--- src/hpsr_pkg.sv ---
/*
  Package for the host port strobe/request pin block: configuration carriers,
  register offsets, field positions and reset values.
  Assumes a single core clock domain and a plain strobe register port.
*/
package hpsr_pkg;

  localparam int unsigned ADDR_W = 4;
  localparam int unsigned DATA_W = 8;

  // Register offsets
  localparam logic [3:0] OFS_CTRL   = 4'h0;
  localparam logic [3:0] OFS_POL    = 4'h1;
  localparam logic [3:0] OFS_DDR    = 4'h2;
  localparam logic [3:0] OFS_GPOUT  = 4'h3;
  localparam logic [3:0] OFS_STATUS = 4'h4;

  // Control register fields
  localparam int unsigned CTRL_HOST_EN  = 0;
  localparam int unsigned CTRL_DBL_STRB = 1;
  localparam int unsigned CTRL_DBL_REQ  = 2;
  localparam int unsigned CTRL_OPEN_DR  = 3;
  localparam int unsigned CTRL_REQ_TX   = 4;
  localparam int unsigned CTRL_REQ_RX   = 5;

  // Polarity register fields: 1 means active high
  localparam int unsigned POL_STRB = 0;
  localparam int unsigned POL_REQ  = 1;
  localparam int unsigned POL_ACK  = 2;

  // Reset values: general-purpose, all inputs, all polarities active low
  localparam logic [7:0] CTRL_RST  = 8'h00;
  localparam logic [7:0] POL_RST   = 8'h00;
  localparam logic [2:0] DDR_RST   = 3'h0;
  localparam logic [2:0] GPOUT_RST = 3'h0;

  // Pin indices within the three shared pins
  localparam int unsigned PIN_STRB = 0;
  localparam int unsigned PIN_REQ  = 1;
  localparam int unsigned PIN_ACK  = 2;
  localparam int unsigned NPINS    = 3;

  typedef struct packed {
    logic host_en;
    logic dbl_strb;
    logic dbl_req;
    logic open_drain;
    logic req_tx;
    logic req_rx;
  } hpsr_cfg_t;

  typedef struct packed {
    logic strb_hi;
    logic req_hi;
    logic ack_hi;
  } hpsr_pol_t;

  typedef struct packed {
    logic [2:0] out;
    logic [2:0] oe;
  } hpsr_drive_t;

endpackage : hpsr_pkg

--- src/hpsr_pin_cell.sv ---
/*
  One shared pin: two-flop input synchroniser, stop-state input hold and output
  driver with stop-state keeper.
  Assumes pad inputs are asynchronous to core_clk.
*/
`timescale 1ns/1ps
module hpsr_pin_cell (
  input  wire logic core_clk,
  input  wire logic nrst,
  input  wire logic pad_in,
  input  wire logic stop_mode,
  input  wire logic want_oe,
  input  wire logic want_out,
  output logic      sync_in,
  output logic      pad_out,
  output logic      pad_oe,
  output logic      keep_level
);

  logic meta_reg;
  logic sync_reg;
  logic last_out_reg;
  logic last_oe_reg;
  logic held_in_reg;

  always_ff @(posedge core_clk or negedge nrst) begin
    if (!nrst) begin
      meta_reg <= 1'b0;
      sync_reg <= 1'b0;
    end else begin
      meta_reg <= pad_in;
      sync_reg <= meta_reg;
    end
  end

  // Direction and level freeze while stopped; the keeper holds an output level
  always_ff @(posedge core_clk or negedge nrst) begin
    if (!nrst) begin
      last_out_reg <= 1'b0;
      last_oe_reg  <= 1'b0;
      held_in_reg  <= 1'b0;
    end else if (!stop_mode) begin
      last_out_reg <= want_out;
      last_oe_reg  <= want_oe;
      held_in_reg  <= sync_reg;
    end
  end

  // Input is ignored in stop: the core sees the last sampled value
  assign sync_in    = stop_mode ? held_in_reg : sync_reg;
  assign pad_out    = last_out_reg;
  assign pad_oe     = last_oe_reg & ~stop_mode;
  // Weak keeper drives the last output level while stopped, for a pin last driven
  assign keep_level = stop_mode & last_oe_reg;

endmodule : hpsr_pin_cell

--- src/hpsr_top.sv ---
/*
  Host port strobe, request and acknowledge pin logic: function select,
  polarity, driven/open-drain request outputs, general-purpose fallback.
  Assumes one 25 MHz core clock, active-low async reset and a host on the pins.
*/
// Summary of operation
// - Single-strobe host mode makes pin 0 a strobe input of programmable polarity, low at reset.
// - Double-strobe host mode makes pin 0 the write strobe input, same polarity handling.
// - General-purpose mode makes each pin an input or output by its direction bit.
// - Single-request host mode drives a request output of programmable polarity, low at reset.
// - Every request output may be driven actively or as open drain.
// - Double-request host mode puts the transmit request on the request pin.
// - Single-request host mode takes the host acknowledge input, polarity programmable.
// - Double-request host mode puts the receive request on the acknowledge pin.
// - In stop, a pin last configured as input is ignored.
// - In stop, a pin last configured as output keeps its level through a keeper.
// - Wait state changes no pin function, direction or level.
`timescale 1ns/1ps
module hpsr_top (
  input  wire logic                         core_clk,
  input  wire logic                         nrst,
  input  wire logic [hpsr_pkg::ADDR_W-1:0]  reg_addr,
  input  wire logic [hpsr_pkg::DATA_W-1:0]  reg_wdata,
  input  wire logic                         reg_wr,
  input  wire logic                         reg_rd,
  output logic      [hpsr_pkg::DATA_W-1:0]  reg_rdata,
  input  wire logic                         stop_mode,
  input  wire logic                         wait_mode,
  input  wire logic                         host_tx_req,
  input  wire logic                         host_rx_req,
  input  wire logic [hpsr_pkg::NPINS-1:0]   pin_in,
  output logic      [hpsr_pkg::NPINS-1:0]   pin_out,
  output logic      [hpsr_pkg::NPINS-1:0]   pin_oe,
  output logic      [hpsr_pkg::NPINS-1:0]   pin_keep,
  output logic                              host_data_strobe_in,
  output logic                              host_write_strobe_in,
  output logic                              host_acknowledge_in
);

  localparam int unsigned N = hpsr_pkg::NPINS;

  logic [7:0]   ctrl_reg;
  logic [7:0]   pol_reg;
  logic [N-1:0] ddr_reg;
  logic [N-1:0] gpout_reg;
  logic [7:0]   rdata_reg;
  logic         strb_reg;
  logic         wstrb_reg;
  logic         ack_reg;
  logic [N-1:0] out_reg;
  logic [N-1:0] oe_reg;
  logic [N-1:0] keep_reg;

  hpsr_pkg::hpsr_cfg_t   cfg;
  hpsr_pkg::hpsr_pol_t   pol;
  hpsr_pkg::hpsr_drive_t drv;

  logic [N-1:0] sync_in;
  logic [N-1:0] cell_out;
  logic [N-1:0] cell_oe;
  logic [N-1:0] cell_keep;

  assign cfg.host_en    = ctrl_reg[hpsr_pkg::CTRL_HOST_EN];
  assign cfg.dbl_strb   = ctrl_reg[hpsr_pkg::CTRL_DBL_STRB];
  assign cfg.dbl_req    = ctrl_reg[hpsr_pkg::CTRL_DBL_REQ];
  assign cfg.open_drain = ctrl_reg[hpsr_pkg::CTRL_OPEN_DR];
  assign cfg.req_tx     = ctrl_reg[hpsr_pkg::CTRL_REQ_TX];
  assign cfg.req_rx     = ctrl_reg[hpsr_pkg::CTRL_REQ_RX];
  assign pol.strb_hi    = pol_reg[hpsr_pkg::POL_STRB];
  assign pol.req_hi     = pol_reg[hpsr_pkg::POL_REQ];
  assign pol.ack_hi     = pol_reg[hpsr_pkg::POL_ACK];

  // Register decode
  wire wr_ctrl  = reg_wr && (reg_addr == hpsr_pkg::OFS_CTRL);
  wire wr_pol   = reg_wr && (reg_addr == hpsr_pkg::OFS_POL);
  wire wr_ddr   = reg_wr && (reg_addr == hpsr_pkg::OFS_DDR);
  wire wr_gpout = reg_wr && (reg_addr == hpsr_pkg::OFS_GPOUT);

  // Configuration is frozen while stopped so the pins keep their last role
  wire cfg_wr_ok = !stop_mode;

  always_ff @(posedge core_clk or negedge nrst) begin
    if (!nrst) begin
      ctrl_reg  <= hpsr_pkg::CTRL_RST;
      pol_reg   <= hpsr_pkg::POL_RST;
      ddr_reg   <= hpsr_pkg::DDR_RST;
      gpout_reg <= hpsr_pkg::GPOUT_RST;
    end else begin
      if (wr_ctrl && cfg_wr_ok)  ctrl_reg  <= reg_wdata;
      if (wr_pol && cfg_wr_ok)   pol_reg   <= reg_wdata;
      if (wr_ddr && cfg_wr_ok)   ddr_reg   <= reg_wdata[N-1:0];
      if (wr_gpout && cfg_wr_ok) gpout_reg <= reg_wdata[N-1:0];
    end
  end

  // Read mux; unmapped offsets read zero
  wire [7:0] status_word = {2'h0, cell_keep, sync_in};
  wire [7:0] rd_mux =
      (reg_addr == hpsr_pkg::OFS_CTRL)   ? ctrl_reg :
      (reg_addr == hpsr_pkg::OFS_POL)    ? pol_reg :
      (reg_addr == hpsr_pkg::OFS_DDR)    ? {5'h00, ddr_reg} :
      (reg_addr == hpsr_pkg::OFS_GPOUT)  ? {5'h00, gpout_reg} :
      (reg_addr == hpsr_pkg::OFS_STATUS) ? status_word : 8'h00;

  always_ff @(posedge core_clk or negedge nrst) begin
    if (!nrst) rdata_reg <= 8'h00;
    else if (reg_rd) rdata_reg <= rd_mux;
    else rdata_reg <= 8'h00;
  end
  assign reg_rdata = rdata_reg;

  // Request levels, active high internally; polarity applied at the pin
  wire req_single = host_tx_req | host_rx_req | cfg.req_tx | cfg.req_rx;
  wire req_a      = cfg.dbl_req ? (host_tx_req | cfg.req_tx) : req_single;
  wire req_b      = host_rx_req | cfg.req_rx;
  wire lvl_a      = req_a ~^ pol.req_hi;
  wire lvl_b      = req_b ~^ pol.req_hi;

  // Open drain only pulls to the low level and releases otherwise
  wire oe_a = cfg.open_drain ? ~lvl_a : 1'b1;
  wire oe_b = cfg.open_drain ? ~lvl_b : 1'b1;

  // Exactly one function per pin, host role or GP role
  assign drv.oe[hpsr_pkg::PIN_STRB]  = cfg.host_en ? 1'b0 : ddr_reg[hpsr_pkg::PIN_STRB];
  assign drv.out[hpsr_pkg::PIN_STRB] = cfg.host_en ? 1'b0 : gpout_reg[hpsr_pkg::PIN_STRB];
  assign drv.oe[hpsr_pkg::PIN_REQ]   = cfg.host_en ? oe_a : ddr_reg[hpsr_pkg::PIN_REQ];
  assign drv.out[hpsr_pkg::PIN_REQ]  = cfg.host_en ? lvl_a : gpout_reg[hpsr_pkg::PIN_REQ];
  assign drv.oe[hpsr_pkg::PIN_ACK]   = cfg.host_en ? (cfg.dbl_req & oe_b)
                                                   : ddr_reg[hpsr_pkg::PIN_ACK];
  assign drv.out[hpsr_pkg::PIN_ACK]  = cfg.host_en ? (cfg.dbl_req & lvl_b)
                                                   : gpout_reg[hpsr_pkg::PIN_ACK];

  // One cell per pin; wait_mode is deliberately not wired
  genvar gi;
  generate
    for (gi = 0; gi < N; gi++) begin : g_pin
      hpsr_pin_cell u_cell (
        .core_clk   (core_clk),
        .nrst       (nrst),
        .pad_in     (pin_in[gi]),
        .stop_mode  (stop_mode),
        .want_oe    (drv.oe[gi]),
        .want_out   (drv.out[gi]),
        .sync_in    (sync_in[gi]),
        .pad_out    (cell_out[gi]),
        .pad_oe     (cell_oe[gi]),
        .keep_level (cell_keep[gi])
      );
    end
  endgenerate

  // Active strobe and acknowledge decode from synchronised pins, polarity applied
  wire strb_act = sync_in[hpsr_pkg::PIN_STRB] ~^ pol.strb_hi;
  wire ack_act  = sync_in[hpsr_pkg::PIN_ACK] ~^ pol.ack_hi;
  wire hs       = cfg.host_en;
  wire strb_nxt = hs & ~cfg.dbl_strb & strb_act;
  wire wstrb_nxt = hs & cfg.dbl_strb & strb_act;
  wire ack_nxt  = hs & ~cfg.dbl_req & ack_act;

  always_ff @(posedge core_clk or negedge nrst) begin
    if (!nrst) begin
      strb_reg  <= 1'b0;
      wstrb_reg <= 1'b0;
      ack_reg   <= 1'b0;
      out_reg   <= '0;
      oe_reg    <= '0;
      keep_reg  <= '0;
    end else begin
      strb_reg  <= strb_nxt;
      wstrb_reg <= wstrb_nxt;
      ack_reg   <= ack_nxt;
      out_reg   <= cell_out;
      oe_reg    <= cell_oe;
      keep_reg  <= cell_keep;
    end
  end

  assign host_data_strobe_in  = strb_reg;
  assign host_write_strobe_in = wstrb_reg;
  assign host_acknowledge_in  = ack_reg;
  assign pin_out  = out_reg;
  assign pin_oe   = oe_reg;
  assign pin_keep = keep_reg;

  // Helper: wait_mode must not perturb pins
  logic wait_d_reg;
  always_ff @(posedge core_clk or negedge nrst) begin
    if (!nrst) wait_d_reg <= 1'b0;
    else wait_d_reg <= wait_mode;
  end

  property p_strobe_single;
    @(posedge core_clk) disable iff (!nrst)
      (hs && !cfg.dbl_strb && strb_act && !stop_mode) |=> host_data_strobe_in;
  endproperty
  a_strobe_single: assert property (p_strobe_single)
    else $error("data strobe not seen");

  property p_strobe_double;
    @(posedge core_clk) disable iff (!nrst)
      (hs && cfg.dbl_strb) |=> !host_data_strobe_in || $past(!hs || !cfg.dbl_strb, 1);
  endproperty
  a_strobe_double: assert property (p_strobe_double)
    else $error("single strobe active in double mode");

  property p_gp_dir;
    @(posedge core_clk) disable iff (!nrst)
      (!hs && !stop_mode) ##1 !stop_mode |-> ##1 (pin_oe == $past(ddr_reg, 2));
  endproperty
  a_gp_dir: assert property (p_gp_dir)
    else $error("gp direction mismatch");

  property p_req_drive;
    @(posedge core_clk) disable iff (!nrst)
      (hs && !cfg.open_drain && !stop_mode) |=> ##1 pin_oe[hpsr_pkg::PIN_REQ] || stop_mode
        || $past(stop_mode);
  endproperty
  a_req_drive: assert property (p_req_drive)
    else $error("request not driven");

  property p_open_drain;
    @(posedge core_clk) disable iff (!nrst)
      (pin_oe[hpsr_pkg::PIN_REQ] && $past(hs, 2) && $past(cfg.open_drain, 2)
        && $past(hs, 1) && $past(cfg.open_drain, 1)) |-> !pin_out[hpsr_pkg::PIN_REQ];
  endproperty
  a_open_drain: assert property (p_open_drain)
    else $error("open drain drove high");

  property p_ack_double;
    @(posedge core_clk) disable iff (!nrst)
      (hs && cfg.dbl_req) |=> !host_acknowledge_in;
  endproperty
  a_ack_double: assert property (p_ack_double)
    else $error("ack seen in double request mode");

  property p_stop_keep;
    @(posedge core_clk) disable iff (!nrst)
      (stop_mode && $past(stop_mode)) |=> $stable(pin_out) && (pin_oe == '0);
  endproperty
  a_stop_keep: assert property (p_stop_keep)
    else $error("stop level not held");

  property p_wait_neutral;
    @(posedge core_clk) disable iff (!nrst)
      (wait_mode != wait_d_reg) && $stable(ctrl_reg) && $stable(ddr_reg)
        && $stable(sync_in) && !stop_mode |=> $stable(host_acknowledge_in);
  endproperty
  a_wait_neutral: assert property (p_wait_neutral)
    else $error("wait changed pin state");

  property p_tx_req_pin;
    @(posedge core_clk) disable iff (!nrst)
      (hs && cfg.dbl_req && !stop_mode) |-> ##2
        (pin_out[hpsr_pkg::PIN_REQ] == $past((host_tx_req | cfg.req_tx) ~^ pol.req_hi, 2));
  endproperty
  a_tx_req_pin: assert property (p_tx_req_pin)
    else $error("transmit request level wrong");

  property p_ack_single;
    @(posedge core_clk) disable iff (!nrst)
      (hs && !cfg.dbl_req && (sync_in[hpsr_pkg::PIN_ACK] ~^ pol.ack_hi)) |=> host_acknowledge_in;
  endproperty
  a_ack_single: assert property (p_ack_single)
    else $error("acknowledge not seen");

  property p_stop_ignore;
    @(posedge core_clk) disable iff (!nrst)
      (stop_mode && $past(stop_mode)) |-> $stable(sync_in);
  endproperty
  a_stop_ignore: assert property (p_stop_ignore)
    else $error("input followed pin in stop");

  property p_one_role;
    @(posedge core_clk) disable iff (!nrst)
      (hs && !stop_mode) |-> ##2 !pin_oe[hpsr_pkg::PIN_STRB]
        && ($past(cfg.dbl_req, 2) || !pin_oe[hpsr_pkg::PIN_ACK]);
  endproperty
  a_one_role: assert property (p_one_role)
    else $error("host input pin driven");

endmodule : hpsr_top

--- config.mk ---
export PLATFORM = sky130hd
export DESIGN_NAME = hpsr_top
export DESIGN_NICKNAME = d
export VERILOG_FILES = /design/src/hpsr_pkg.sv /design/src/hpsr_pin_cell.sv /design/src/hpsr_top.sv
export SDC_FILE = /design/constraint.sdc
export NUM_CORES = 1
export LEC_CHECK = 0
export ABC_AREA = 1
export BUFFER_PORTS_ARGS = -buffer_cell sky130_fd_sc_hd__buf_4
export CORE_MARGIN = 2
export CORE_UTILIZATION = 62
export CTS_BUF_LIST = sky130_fd_sc_hd__clkbuf_4
export CTS_CLUSTER_SIZE = 20
export DETAILED_ROUTE_END_ITERATION = 6
export GPL_TIMING_DRIVEN = 1
export PLACE_DENSITY_LB_ADDON = 0.2
export SLEW_MARGIN = 0
export SYNTH_ARGS = -nofsm -noshare
export SYNTH_HDL_FRONTEND = slang
export SYNTH_HIERARCHICAL = 1
export SYNTH_SLANG_ARGS = --single-unit
--- constraint.sdc ---
create_clock -name core_clk -period 2.8 [get_ports core_clk]
set_input_delay 0.56 -clock core_clk [delete_from_list [all_inputs] [get_ports core_clk]]
set_output_delay 0.56 -clock core_clk [all_outputs]
set_load 0.05 [all_outputs]
## Word-level counts from Yosys, hierarchy flattened

Cells that the tools add are included.

| storage, ports and cells | value |
|---|---|
| input bits | 23 |
| bits in registers | 57 |
| output and inout bits | 20 |
| logic and storage cells | 86 |

| operators by class | value |
|---|---|
| bitwise gates (word level) | 28 |
| equal/unequal tests | 4 |
| reductions and logical operators | 10 |
| multiplexer cells | 18 |

Operator list:

| cell | count |
|---|---|
| $mux W8 | 3 |
| $mux W6 | 3 |
| $and A1 B1 Y1 | 14 |
| $mux W1 | 12 |
| $eq A4 B2 Y1 const B | 2 |
| $logic_and A1 B1 Y1 | 8 |
| $not A1 Y1 | 5 |
| $or A1 B1 Y1 | 5 |
| $eq A4 B1 Y1 const B | 1 |
| $eq A4 B3 Y1 const B | 1 |
| $logic_not A4 Y1 | 1 |
| $xnor A1 B1 Y1 | 4 |
| $logic_not A1 Y1 | 1 |

## Depth between registers and ports, before layout

Gate-level depths: netlist of the first run.

| logic depth | value |
|---|---|
| word-level depth | 8 |
| gate-level depth with buffers | 9 |
| mapped depth without buffers | 9 |

## By module

The synthesis of the first run kept the hierarchy.

By module, submodules not included:

| module | instances | cells each | sequential area each (um2) | area an instance (um2) |
|---|---|---|---|---|
| hpsr_top | 1 | 208 | 1,051.0 | 1,880.6 |
| hpsr_pin_cell | 3 | 18 | 125.1 | 173.9 |

## Worst setup path after synthesis of the first run

Ideal clock, no wire load.

| path | value |
|---|---|
| path kind | input to register |
| start | in reg_addr[2] (netlist bit) |
| end | reg pol_reg[5] |
| setup time | 0.117 ns |
| stages on the path | 8 |
| required time | 2.683 ns |
| data arrival time | 1.424 ns |
| buffers on the path | 2 |
| slack | 1.259 ns |
| cell sequence | buf_6 nor2_8 inv_2 nor3_2 nand2_2 buf_6 nand2_1 o21ai_2 |

| on the way | value |
|---|---|
| longest elaborated chain between the ends | 3 |

Ends and longest elaborated chain:

| element | RTL line | text |
|---|---|---|
| start: declaration | hpsr_top.sv:22 | `input wire logic [hpsr_pkg::ADDR_W-1:0] reg_addr,` |
| $eq A4 B1 Y1 | hpsr_top.sv:75 | `wire wr_pol = reg_wr && (reg_addr == hpsr_pkg::OFS_POL);` |
| $logic_and A1 B1 Y1 | hpsr_top.sv:75 |  |
| $logic_and A1 B1 Y1 | hpsr_top.sv:90 | `if (wr_pol && cfg_wr_ok) pol_reg <= reg_wdata;` |
| end signal: assignment | hpsr_top.sv:85 | `pol_reg <= hpsr_pkg::POL_RST;` |
| end signal: assignment | hpsr_top.sv:90 |  |
| end: declaration | hpsr_top.sv:43 | `logic [7:0] pol_reg;` |

Every way passes these cells.
A chain may end at the register's enable or synchronous reset.

## Worst setup path in the final report of the first run

| path | value |
|---|---|
| start | reg oe_reg[0] (netlist: pin_oe[0]) |
| end | out pin_oe[0] (netlist bit) |

RTL lines:

| element | RTL line | text |
|---|---|---|
| start: declaration | hpsr_top.sv:51 | `logic [N-1:0] oe_reg;` |
| start signal: assignment | hpsr_top.sv:173 | `oe_reg <= cell_oe;` |
| end: declaration | hpsr_top.sv:33 | `output logic [hpsr_pkg::NPINS-1:0] pin_oe,` |

No word-level cell between the ends.

==> flow_summary.ini, run 1 <==
[synthesis]
synth_top_family_by_area = simple AND/OR/NAND/NOR gates
synth_area_per_cell_um2 = 9.169
ys_warn_count = 6
synthMuxAreaShare_pct = 0
yosys.area_share.simple_pct = 21.72
ys_ff_latch = 57
synth_nets = 285
synthesis.area_um2 = 2402
synth_compound_area_share_pct = 9.635
netlist_instances = 262
synth-adder-area-share_pct = 0
synth_xor_area_share_pct = 1.094
ys_seq_area_share_pct = 59.38
ys_types = 21

[cells_and_area]
final_util_pct = 76.66
diodes = 0
stdcell_area_um2 = 2828
fillers = 274
final_layout_size_suffix_gt1_share_pct = 22.93
final_nets = 332
syn2layout_area_growth_pct = 17.71
final_common_cell = nand2_1
final_cell_mix = 77 x nand2_1, 57 x dfrtp_1, 41 x buf_4
layoutNonFillerInstCount = 362

[pwr]
p_sw_w = 0.0006184
switching_share_pct = 33.21
p_per_area_nw_per_um2 = 658.6
ir_worst_vdd_mv = 0.4696
p_clk_share_pct = 24.5
p_int_w = 0.001244
power_leakage_nw = 1.547
p_seq_share_pct = 54.4
combPwrFrac_pct = 21.2

[cts]
cts_tree = yes
cts_max_level = 3
cts_hold_buffers = 0
cts_buffers = 9
ctsResizeCount = 0
cts_root_buf = clkbuf_4
cts_max_path_buffers = 2
clock-sinks = 57
clkTransAtPathRegs_ps = 90
clock_latency_ps = 390
postCtsSetupBuffers = 0

[setup_path]
cpMaxStageDelayCell = dfrtp_1
endpoint = pin_oe[0]
cp-end-kind = primary output
crit_type = flip-flop to primary output
cp.required_ps = 2240
rrSetupSlack_ps = 1550
crit_fanout = 1
start_kind = flip-flop
worst-path-buf-inv = 1
slowest_delay_ps = 380
ff2ff_path_depth = 8
crit_path_start = pin_oe[0]
r2r-start = ctrl_reg[5]
path_depth = 1
crit_arrival_ps = 960
timing.rr.end = g_pin[1].u_cell/last_oe_reg
crit_path_cell_trace = buf_4
cp_top_family = flip-flops

[die]
row_count = 22
die_w_um = 66.25
core_um2 = 3689
die_area_um2 = 4388
start_util_pct = 65.13
fp.dieH_um = 66.25
ios = 43

[global_routing]
grt_max_degree = 58
grt_pass1_vias = 1735
gr-total-overflow = 0
grt_usage_pct = 24.97
grt_pass1_wl_um = 7935
antenna_found_initial = 0

[routing]
ant_nets = 0
vias = 1874
avgViaCountPerCell = 5.177
wirelength_um = 4702
dr.pass1.iters = 4
drcViolationCount = 0
first_iter_violations = 146
wl_per_cell_um = 12.99

[timing]
skew_ps = 9.901
finalSetupTns_ps = 0
setup_violations = 0
slew_headroom_pct = 55.13
post-route-period-util_pct = 54.41
grt_setup_unrepaired = false
report.final.hold_viol_count = 0
holdWs_ps = 190.0
period_minus_slack_ps = 1523
slew_viol_final = 0
tightestPinTransition_ps = 673.0
fmax_mhz = 656.4

[job]
maxCapViolations = 0

[placement]
dp.cells = 346
gp_congestion = 0.8546
hpwl_um = 3454
numPortBuffers = 41
dpl_cell_area_um2 = 2728

[hold_path]
hp-class = input pin to async pin

[outcome]
status = finished, final reports clean
## cells by family after synthesis
logic type                after synthesis
AOI/OAI and AO/OA                      38
xor gates and xnor gates                3
buffers and inverters                  46
DFF                                    57
and+or+nand+nor                       118
## through the flow
stage	power, W	setup WS (ps)
2_1_floorplan	0.001274	1259
3_3_place_gp	0.001408	968.7
3_5_place_dp	0.001424	935.7
4_1_cts	0.001869	1263
5_1_grt	0.001962	1227
6_report	0.001862	1277
## synth_stat cells
cell      instances  area, um2
xor2_1            3      26.28
nor2_4            1      11.26
o22ai_1           1      6.260
clkbuf_1          1      3.750
dfrtp_1          57       1426
nand2_2           3      18.77
nor2_8            1      20.02
nand2_1          77      289.0
nand4_1           9      56.30
a21oi_1           5      25.02
inv_2             5      18.77
nand3_1          13      65.06
nor3_1            2      10.01
nor2_1           11      41.29
buf_6             3      33.78
nor3_2            1      10.01
inv_1            36      135.1
buf_2             1      5.000
o21ai_0          20      100.1
o211ai_1          4      30.03
o21ai_2           8      70.07
## area by class of cell
class,instances,area [um2],area share [%]
well taps,48,60.06,2.124
repair buffers,41,307.8,10.88
inverters,41,153.9,5.442
multi-input cells,159,779.5,27.57
clock inverters,6,25.02,0.8850
clock buffers,10,75.07,2.655
flip-flops and latches,57,1426,50.44
## worst min path at each step
stage | to | slack, ps | cells past startpoint
global route | g_pin[0].u_cell/last_oe_reg | 260 | 1
floorplan | ctrl_reg[0] | 260 | 0
CTS | pin_oe[1] | 220 | 1
global placement | g_pin[0].u_cell/sync_reg | 330 | 0
detailed placement | g_pin[1].u_cell/sync_reg | 340 | 0
finish | pin_oe[1] | 190 | 1
## power by group through the flow
stage / logic (W) / registers, W / clock network, W
finish: 0.000394 / 0.00101 / 0.000456
global route: 0.000438 / 0.00103 / 0.000498
CTS: 0.000398 / 0.00101 / 0.000461
detailed placement: 0.000397 / 0.00103 / 0
global placement: 0.000385 / 0.00102 / 0
floorplan: 0.000173 / 0.00110 / 0
## routing by layer
layer	track usage, %	share of wire (%)
met1	34.38	45
met2	38.13	46
met3	5.281	7.3
met4	11.48	2.2
met5	0	0
(Power assumes the default switching activity.)
==> run 2, diff against run 1 <==
Settings changed: CORE_UTILIZATION 62 to 57.
Clock period 2.8 ns to 1.5 ns, I/O delays scaled along.
==> run 2 against run 1 <==
  * Hold slack got worse by 45 ps
  * Combinational power rose by 93%
  * Non-clock buffer count rose by 14
  * Sequential cell count did not move
  * Routed wire length rose by 1.6%
  * Total power rose by 86%
  * Utilization fell by 3.4 points
  * Critical endpoint is now g_pin[1].u_cell/pad_out
  * Largest cell class unchanged
  * Largest power group unchanged
==> flow_summary.ini, run 2 (synthesis gave the netlist of run 1 again) <==
[cells_and_area]
final_common_cell = nand2_1
final_layout_size_suffix_gt1_share_pct = 25.08
fillers = 337
diodes = 0
final_cell_mix = 77 x nand2_1, 57 x dfrtp_1, 50 x buf_4
syn2layout_area_growth_pct = 22.86
final_nets = 346

[die]
die_w_um = 68.92
core_um2 = 4029
ios = 43
row_count = 23
fp.dieH_um = 68.92
start_util_pct = 59.63
die_area_um2 = 4750

[global_routing]
grt_usage_pct = 23.33
grt_max_degree = 26
antenna_found_initial = 0
grt_pass1_vias = 1646
gr-total-overflow = 0
grt_pass1_wl_um = 7693

[setup_path]
rrSetupSlack_ps = 220
crit_type = flip-flop to flip-flop
path_depth = 6
start_kind = flip-flop
r2r-start = ctrl_reg[5]
cp-end-kind = flip-flop
crit_fanout = 4
slowest_delay_ps = 440
worst-path-buf-inv = 0
cp.required_ps = 1790
ff2ff_path_depth = 6
crit_arrival_ps = 1560
cp_top_family = flip-flops
crit_path_cell_trace = o21ai_0 > nand3_1 > nand3_1 > o21ai_0 > nand2_1 > nand2_1
timing.rr.end = g_pin[1].u_cell/pad_out
cpMaxStageDelayCell = dfrtp_1

[cts]
cts_root_buf = clkbuf_4
cts_buffers = 9
cts_tree = yes
clock_latency_ps = 390
clock-sinks = 57
cts_max_level = 3
postCtsSetupBuffers = 0
clkTransAtPathRegs_ps = 90
cts_max_path_buffers = 2

[pwr]
ir_worst_vdd_mv = 0.7295
power_leakage_nw = 1.615
p_per_area_nw_per_um2 = 1175

[timing]
period_minus_slack_ps = 1275
slew_headroom_pct = 77.65
grt_setup_unrepaired = false
timing.final.ws_setup_ps = 224.8
slew_viol_final = 0
report.final.hold_viol_count = 0
setup_violations = 0
post-route-period-util_pct = 85.01
fmax_mhz = 784.2
finalSetupTns_ps = 0
skew_ps = 13.43
tightestPinTransition_ps = 335.3

[hold_path]
hp-class = input pin to flip-flop
hold_path_depth = 3
min_from = reg_rd
worstHoldEndpoint = reg_rdata[5]

[placement]
numPortBuffers = 41
hpwl_um = 3570
gp_congestion = 0.8560
pre_cts_slack_ps = 159.8

[routing]
ant_nets = 0
first_iter_violations = 105
wl_per_cell_um = 12.67
wirelength_um = 4777
avgViaCountPerCell = 4.886
drcViolationCount = 0
vias = 1842
dr.pass1.iters = 5

[job]
maxCapViolations = 0

[outcome]
status = finished, final reports clean
## run 2: changes by cell type in the layout (fill, tap and decap cells not counted)
cell / previous run / this run
clkbuf_4: 10 / 9
buf_4: 41 / 50
clkinv_2: 2 / 3
clkinv_1: 4 / 3
buf_12: 0 / 1
dlygate4sd3_1: 0 / 4
## run 2: through the flow
stage | area, um2 | utilization, % | std cells | total power (W) | hold WS [ps]
final | 2952 | 73.26 | 377 | 0.003467 | 145.2
after global placement | 2818 | 69.94 | 358 | 0.002655 | 213.7
after detailed placement | 2818 | 69.94 | 358 | 0.002678 | 221.5
after floorplan | 2402 | - | 262 | 0.002378 | 4.409
after global routing | 2952 | 73.26 | 377 | 0.003676 | 136.9
after CTS | 2942 | 73.01 | 376 | 0.003497 | 8.084
## run 2: worst min-delay path: stages
cell,delay (ps)
buf_4,120
nand2_1,50
inv_1,40
## run 2: timing repair
item | 4_1_cts | 5_1_grt
endpoints found under the hold margin | 25 | 1
hold buffers | 3 | 1
gates resized for setup | 0 | 0
## run 2: cell type report
type / instances / area [um2] / share of cell area [%]
clock inverter: 6 / 26.28 / 0.8902
clock buffer: 9 / 67.56 / 2.289
multi-input combinational: 159 / 779.5 / 26.41
timing repair buffer: 55 / 435.4 / 14.75
tap: 50 / 62.56 / 2.120
inverter: 41 / 153.9 / 5.214
sequential: 57 / 1426 / 48.33
## run 2: power by group
group	total, W	switching [W]	internal (W)
sequential	0.00189	0.000144	0.00175
combinational	0.000761	0.000494	0.000267
clock	0.000817	0.000510	0.000306
total	0.00347	0.00115	0.00232
## run 2: layer usage
metal / share of wire (%) / vias to the layer above / global-route usage, %
li1: - / 955 / -
met5: 0 / - / 0
met4: 1.3 / 0 / 12.50
met1: 46 / 823 / 33.69
met3: 6.9 / 7 / 5.519
met2: 45 / 57 / 32.45
## run 2: how the worst max path moves through the flow
| stage | start | to |
|---|---|---|
| floorplan | reg_addr[2] | pol_reg[5] |
| global placement | reg_addr[2] | pol_reg[3] |
| detailed placement | reg_addr[2] | pol_reg[4] |
| CTS | ctrl_reg[5] | g_pin[2].u_cell/last_oe_reg |
| global route | ctrl_reg[5] | g_pin[2].u_cell/last_oe_reg |
| finish | ctrl_reg[5] | g_pin[1].u_cell/pad_out |
==> run 3, diff against run 2 <==
--- a/config.mk
+++ b/config.mk
@@ -8,5 +8,4 @@
 export ABC_AREA = 1
 export BUFFER_PORTS_ARGS = -buffer_cell sky130_fd_sc_hd__buf_4
-export CORE_MARGIN = 2
 export CORE_UTILIZATION = 57
 export CTS_BUF_LIST = sky130_fd_sc_hd__clkbuf_4
==> constraint.sdc (replaced) <==
create_clock -name core_clk -period 1.5 [get_ports core_clk]
set_input_delay 0.075 -clock core_clk [delete_from_list [all_inputs] [get_ports core_clk]]
set_output_delay 0.075 -clock core_clk [all_outputs]
set_load 0.05 [all_outputs]
==> run 3 against run 2 <==
  * Clock power rose by 8.0%
  * Combinational power grew 0.5%
  * Clock-buffer cell count increased by 2
  * Cell area up 1.1%
  * Die area fell by 5.7%
  * Critical path depth did not move
  * Global-route usage up 1.7 points
  * Register-to-register slack better by 30 ps
  * First-iteration DRC count is 20% higher
  * Fmax fell by 10%
  * Final cell count increased by 0.53%
  * Routed wire length is 2.1% higher
==> flow_summary.ini, run 3 (synthesis gave the netlist of run 1 again) <==
[global_routing]
grt_max_degree = 58
gr-total-overflow = 0
antenna_found_initial = 0
grt_pass1_wl_um = 7900
grt_usage_pct = 25.06
grt_pass1_vias = 1761

[die]
ios = 43
die_w_um = 66.92
fp.dieH_um = 66.92
core_um2 = 4029
start_util_pct = 59.63
row_count = 23
die_area_um2 = 4478

[cts]
cts_max_path_buffers = 2
clock-sinks = 57
cts_max_level = 3
cts_buffers = 9
cts_tree = yes
cts_root_buf = clkbuf_4
clock_latency_ps = 390
clkTransAtPathRegs_ps = 90

[setup_path]
crit_fanout = 16
crit_type = input pin to flip-flop
crit_arrival_ps = 1690
cp-end-kind = flip-flop
start_kind = input pin
cp.required_ps = 1780
ff2ff_path_depth = 6

[placement]
dp.cells = 349
hpwl_um = 3363
numPortBuffers = 41
gp_congestion = 0.8556
dpl_cell_area_um2 = 2738

[routing]
wl_per_cell_um = 12.87
vias = 1884
ant_nets = 0
avgViaCountPerCell = 4.971
dr.pass1.iters = 5
wirelength_um = 4878
first_iter_violations = 126
drcViolationCount = 0

[timing]
period_minus_slack_ps = 1417
holdWs_ps = 18.06
tightestPinTransition_ps = 687.0
post-route-period-util_pct = 94.49
fmax_mhz = 705.6
slew_viol_final = 0
grt_setup_unrepaired = false
skew_ps = 7.421
setup_violations = 0
report.final.hold_viol_count = 0
slew_headroom_pct = 54.20
finalSetupTns_ps = 0

[job]
maxCapViolations = 0

[hold_path]
hold_path_depth = 4
hp-class = input pin to flip-flop

[cells_and_area]
layoutNonFillerInstCount = 379
diodes = 0
final_common_cell = nand2_1
final_nets = 347
stdcell_area_um2 = 2983
syn2layout_area_growth_pct = 24.17
final_util_pct = 74.04
final_layout_size_suffix_gt1_share_pct = 22.80
final_cell_mix = 77 x nand2_1, 57 x dfrtp_1, 42 x buf_4

[pwr]
ir_worst_vdd_mv = 0.6673
power_leakage_nw = 1.616
p_per_area_nw_per_um2 = 1186

[outcome]
status = finished, final reports clean
-- run 3: cell types whose count changed in the layout (fill, tap and decap cells not counted) --
cell           before  now
dlygate4sd3_1       4   14
buf_4              50   42
clkbuf_4            9   11
buf_12              1    0
clkinv_1            3    2
-- run 3: area by class of cell --
cell class              instances  area, um2
repair buffers                 56      455.4
clock inverters                 5      22.52
clock buffers                  11      82.58
fillers                       316       1046
multi-input cells             159      779.5
well taps                      50      62.56
flip-flops and latches         57       1426
inverters                      41      153.9
-- run 3: power by group --
| part | switching [W] | internal (W) |
|---|---|---|
| combinational | 0.000496 | 0.000270 |
| clock | 0.000523 | 0.000359 |
| sequential | 0.000145 | 0.00175 |
-- run 3: stage by stage --
stage | setup slack (ps) | total power, W
2_1_floorplan | 433.2 | 0.002378
3_3_place_gp | 228.0 | 0.002635
3_5_place_dp | 192.6 | 0.002655
4_1_cts | 103.1 | 0.003559
5_1_grt | 23.47 | 0.003741
6_report | 82.72 | 0.003538
-- run 3: metal layers --
layer	vias to the layer above	track usage [%]	wire length, um
met5	-	0	0
met4	0	12.77	116
met3	15	7.705	221
met2	61	36.74	2280
met1	854	33.30	2260
li1	954	-	-
-- run 3: final timing paths --
check / from / end / slack (ps)
worst max register to register: ctrl_reg[5] / g_pin[1].u_cell/pad_out / 250
min in group asynchronous: nrst / pin_oe[0] / 270
worst min-delay path: reg_addr[1] / reg_rdata[6] / 20
worst min register to register: g_pin[0].u_cell/meta_reg / g_pin[0].u_cell/sync_reg / 360
worst max-delay path: stop_mode / pol_reg[6] / 80
max in group asynchronous: nrst / ctrl_reg[1] / 780
-- run 3: what timing repair did --
item	4_1_cts	5_1_grt
endpoints found under the hold margin	89	0
endpoints found under the setup margin	0	0
hold buffers	14	0
setup buffers	0	0
gates resized for setup	0	0
-- run 3: worst max-delay path: stages --
cell and delay, ps:
dlygate4sd3_1 540, buf_4 190, nor2_1 330, nand2_2 320
nand2_1 170, o21ai_2 60
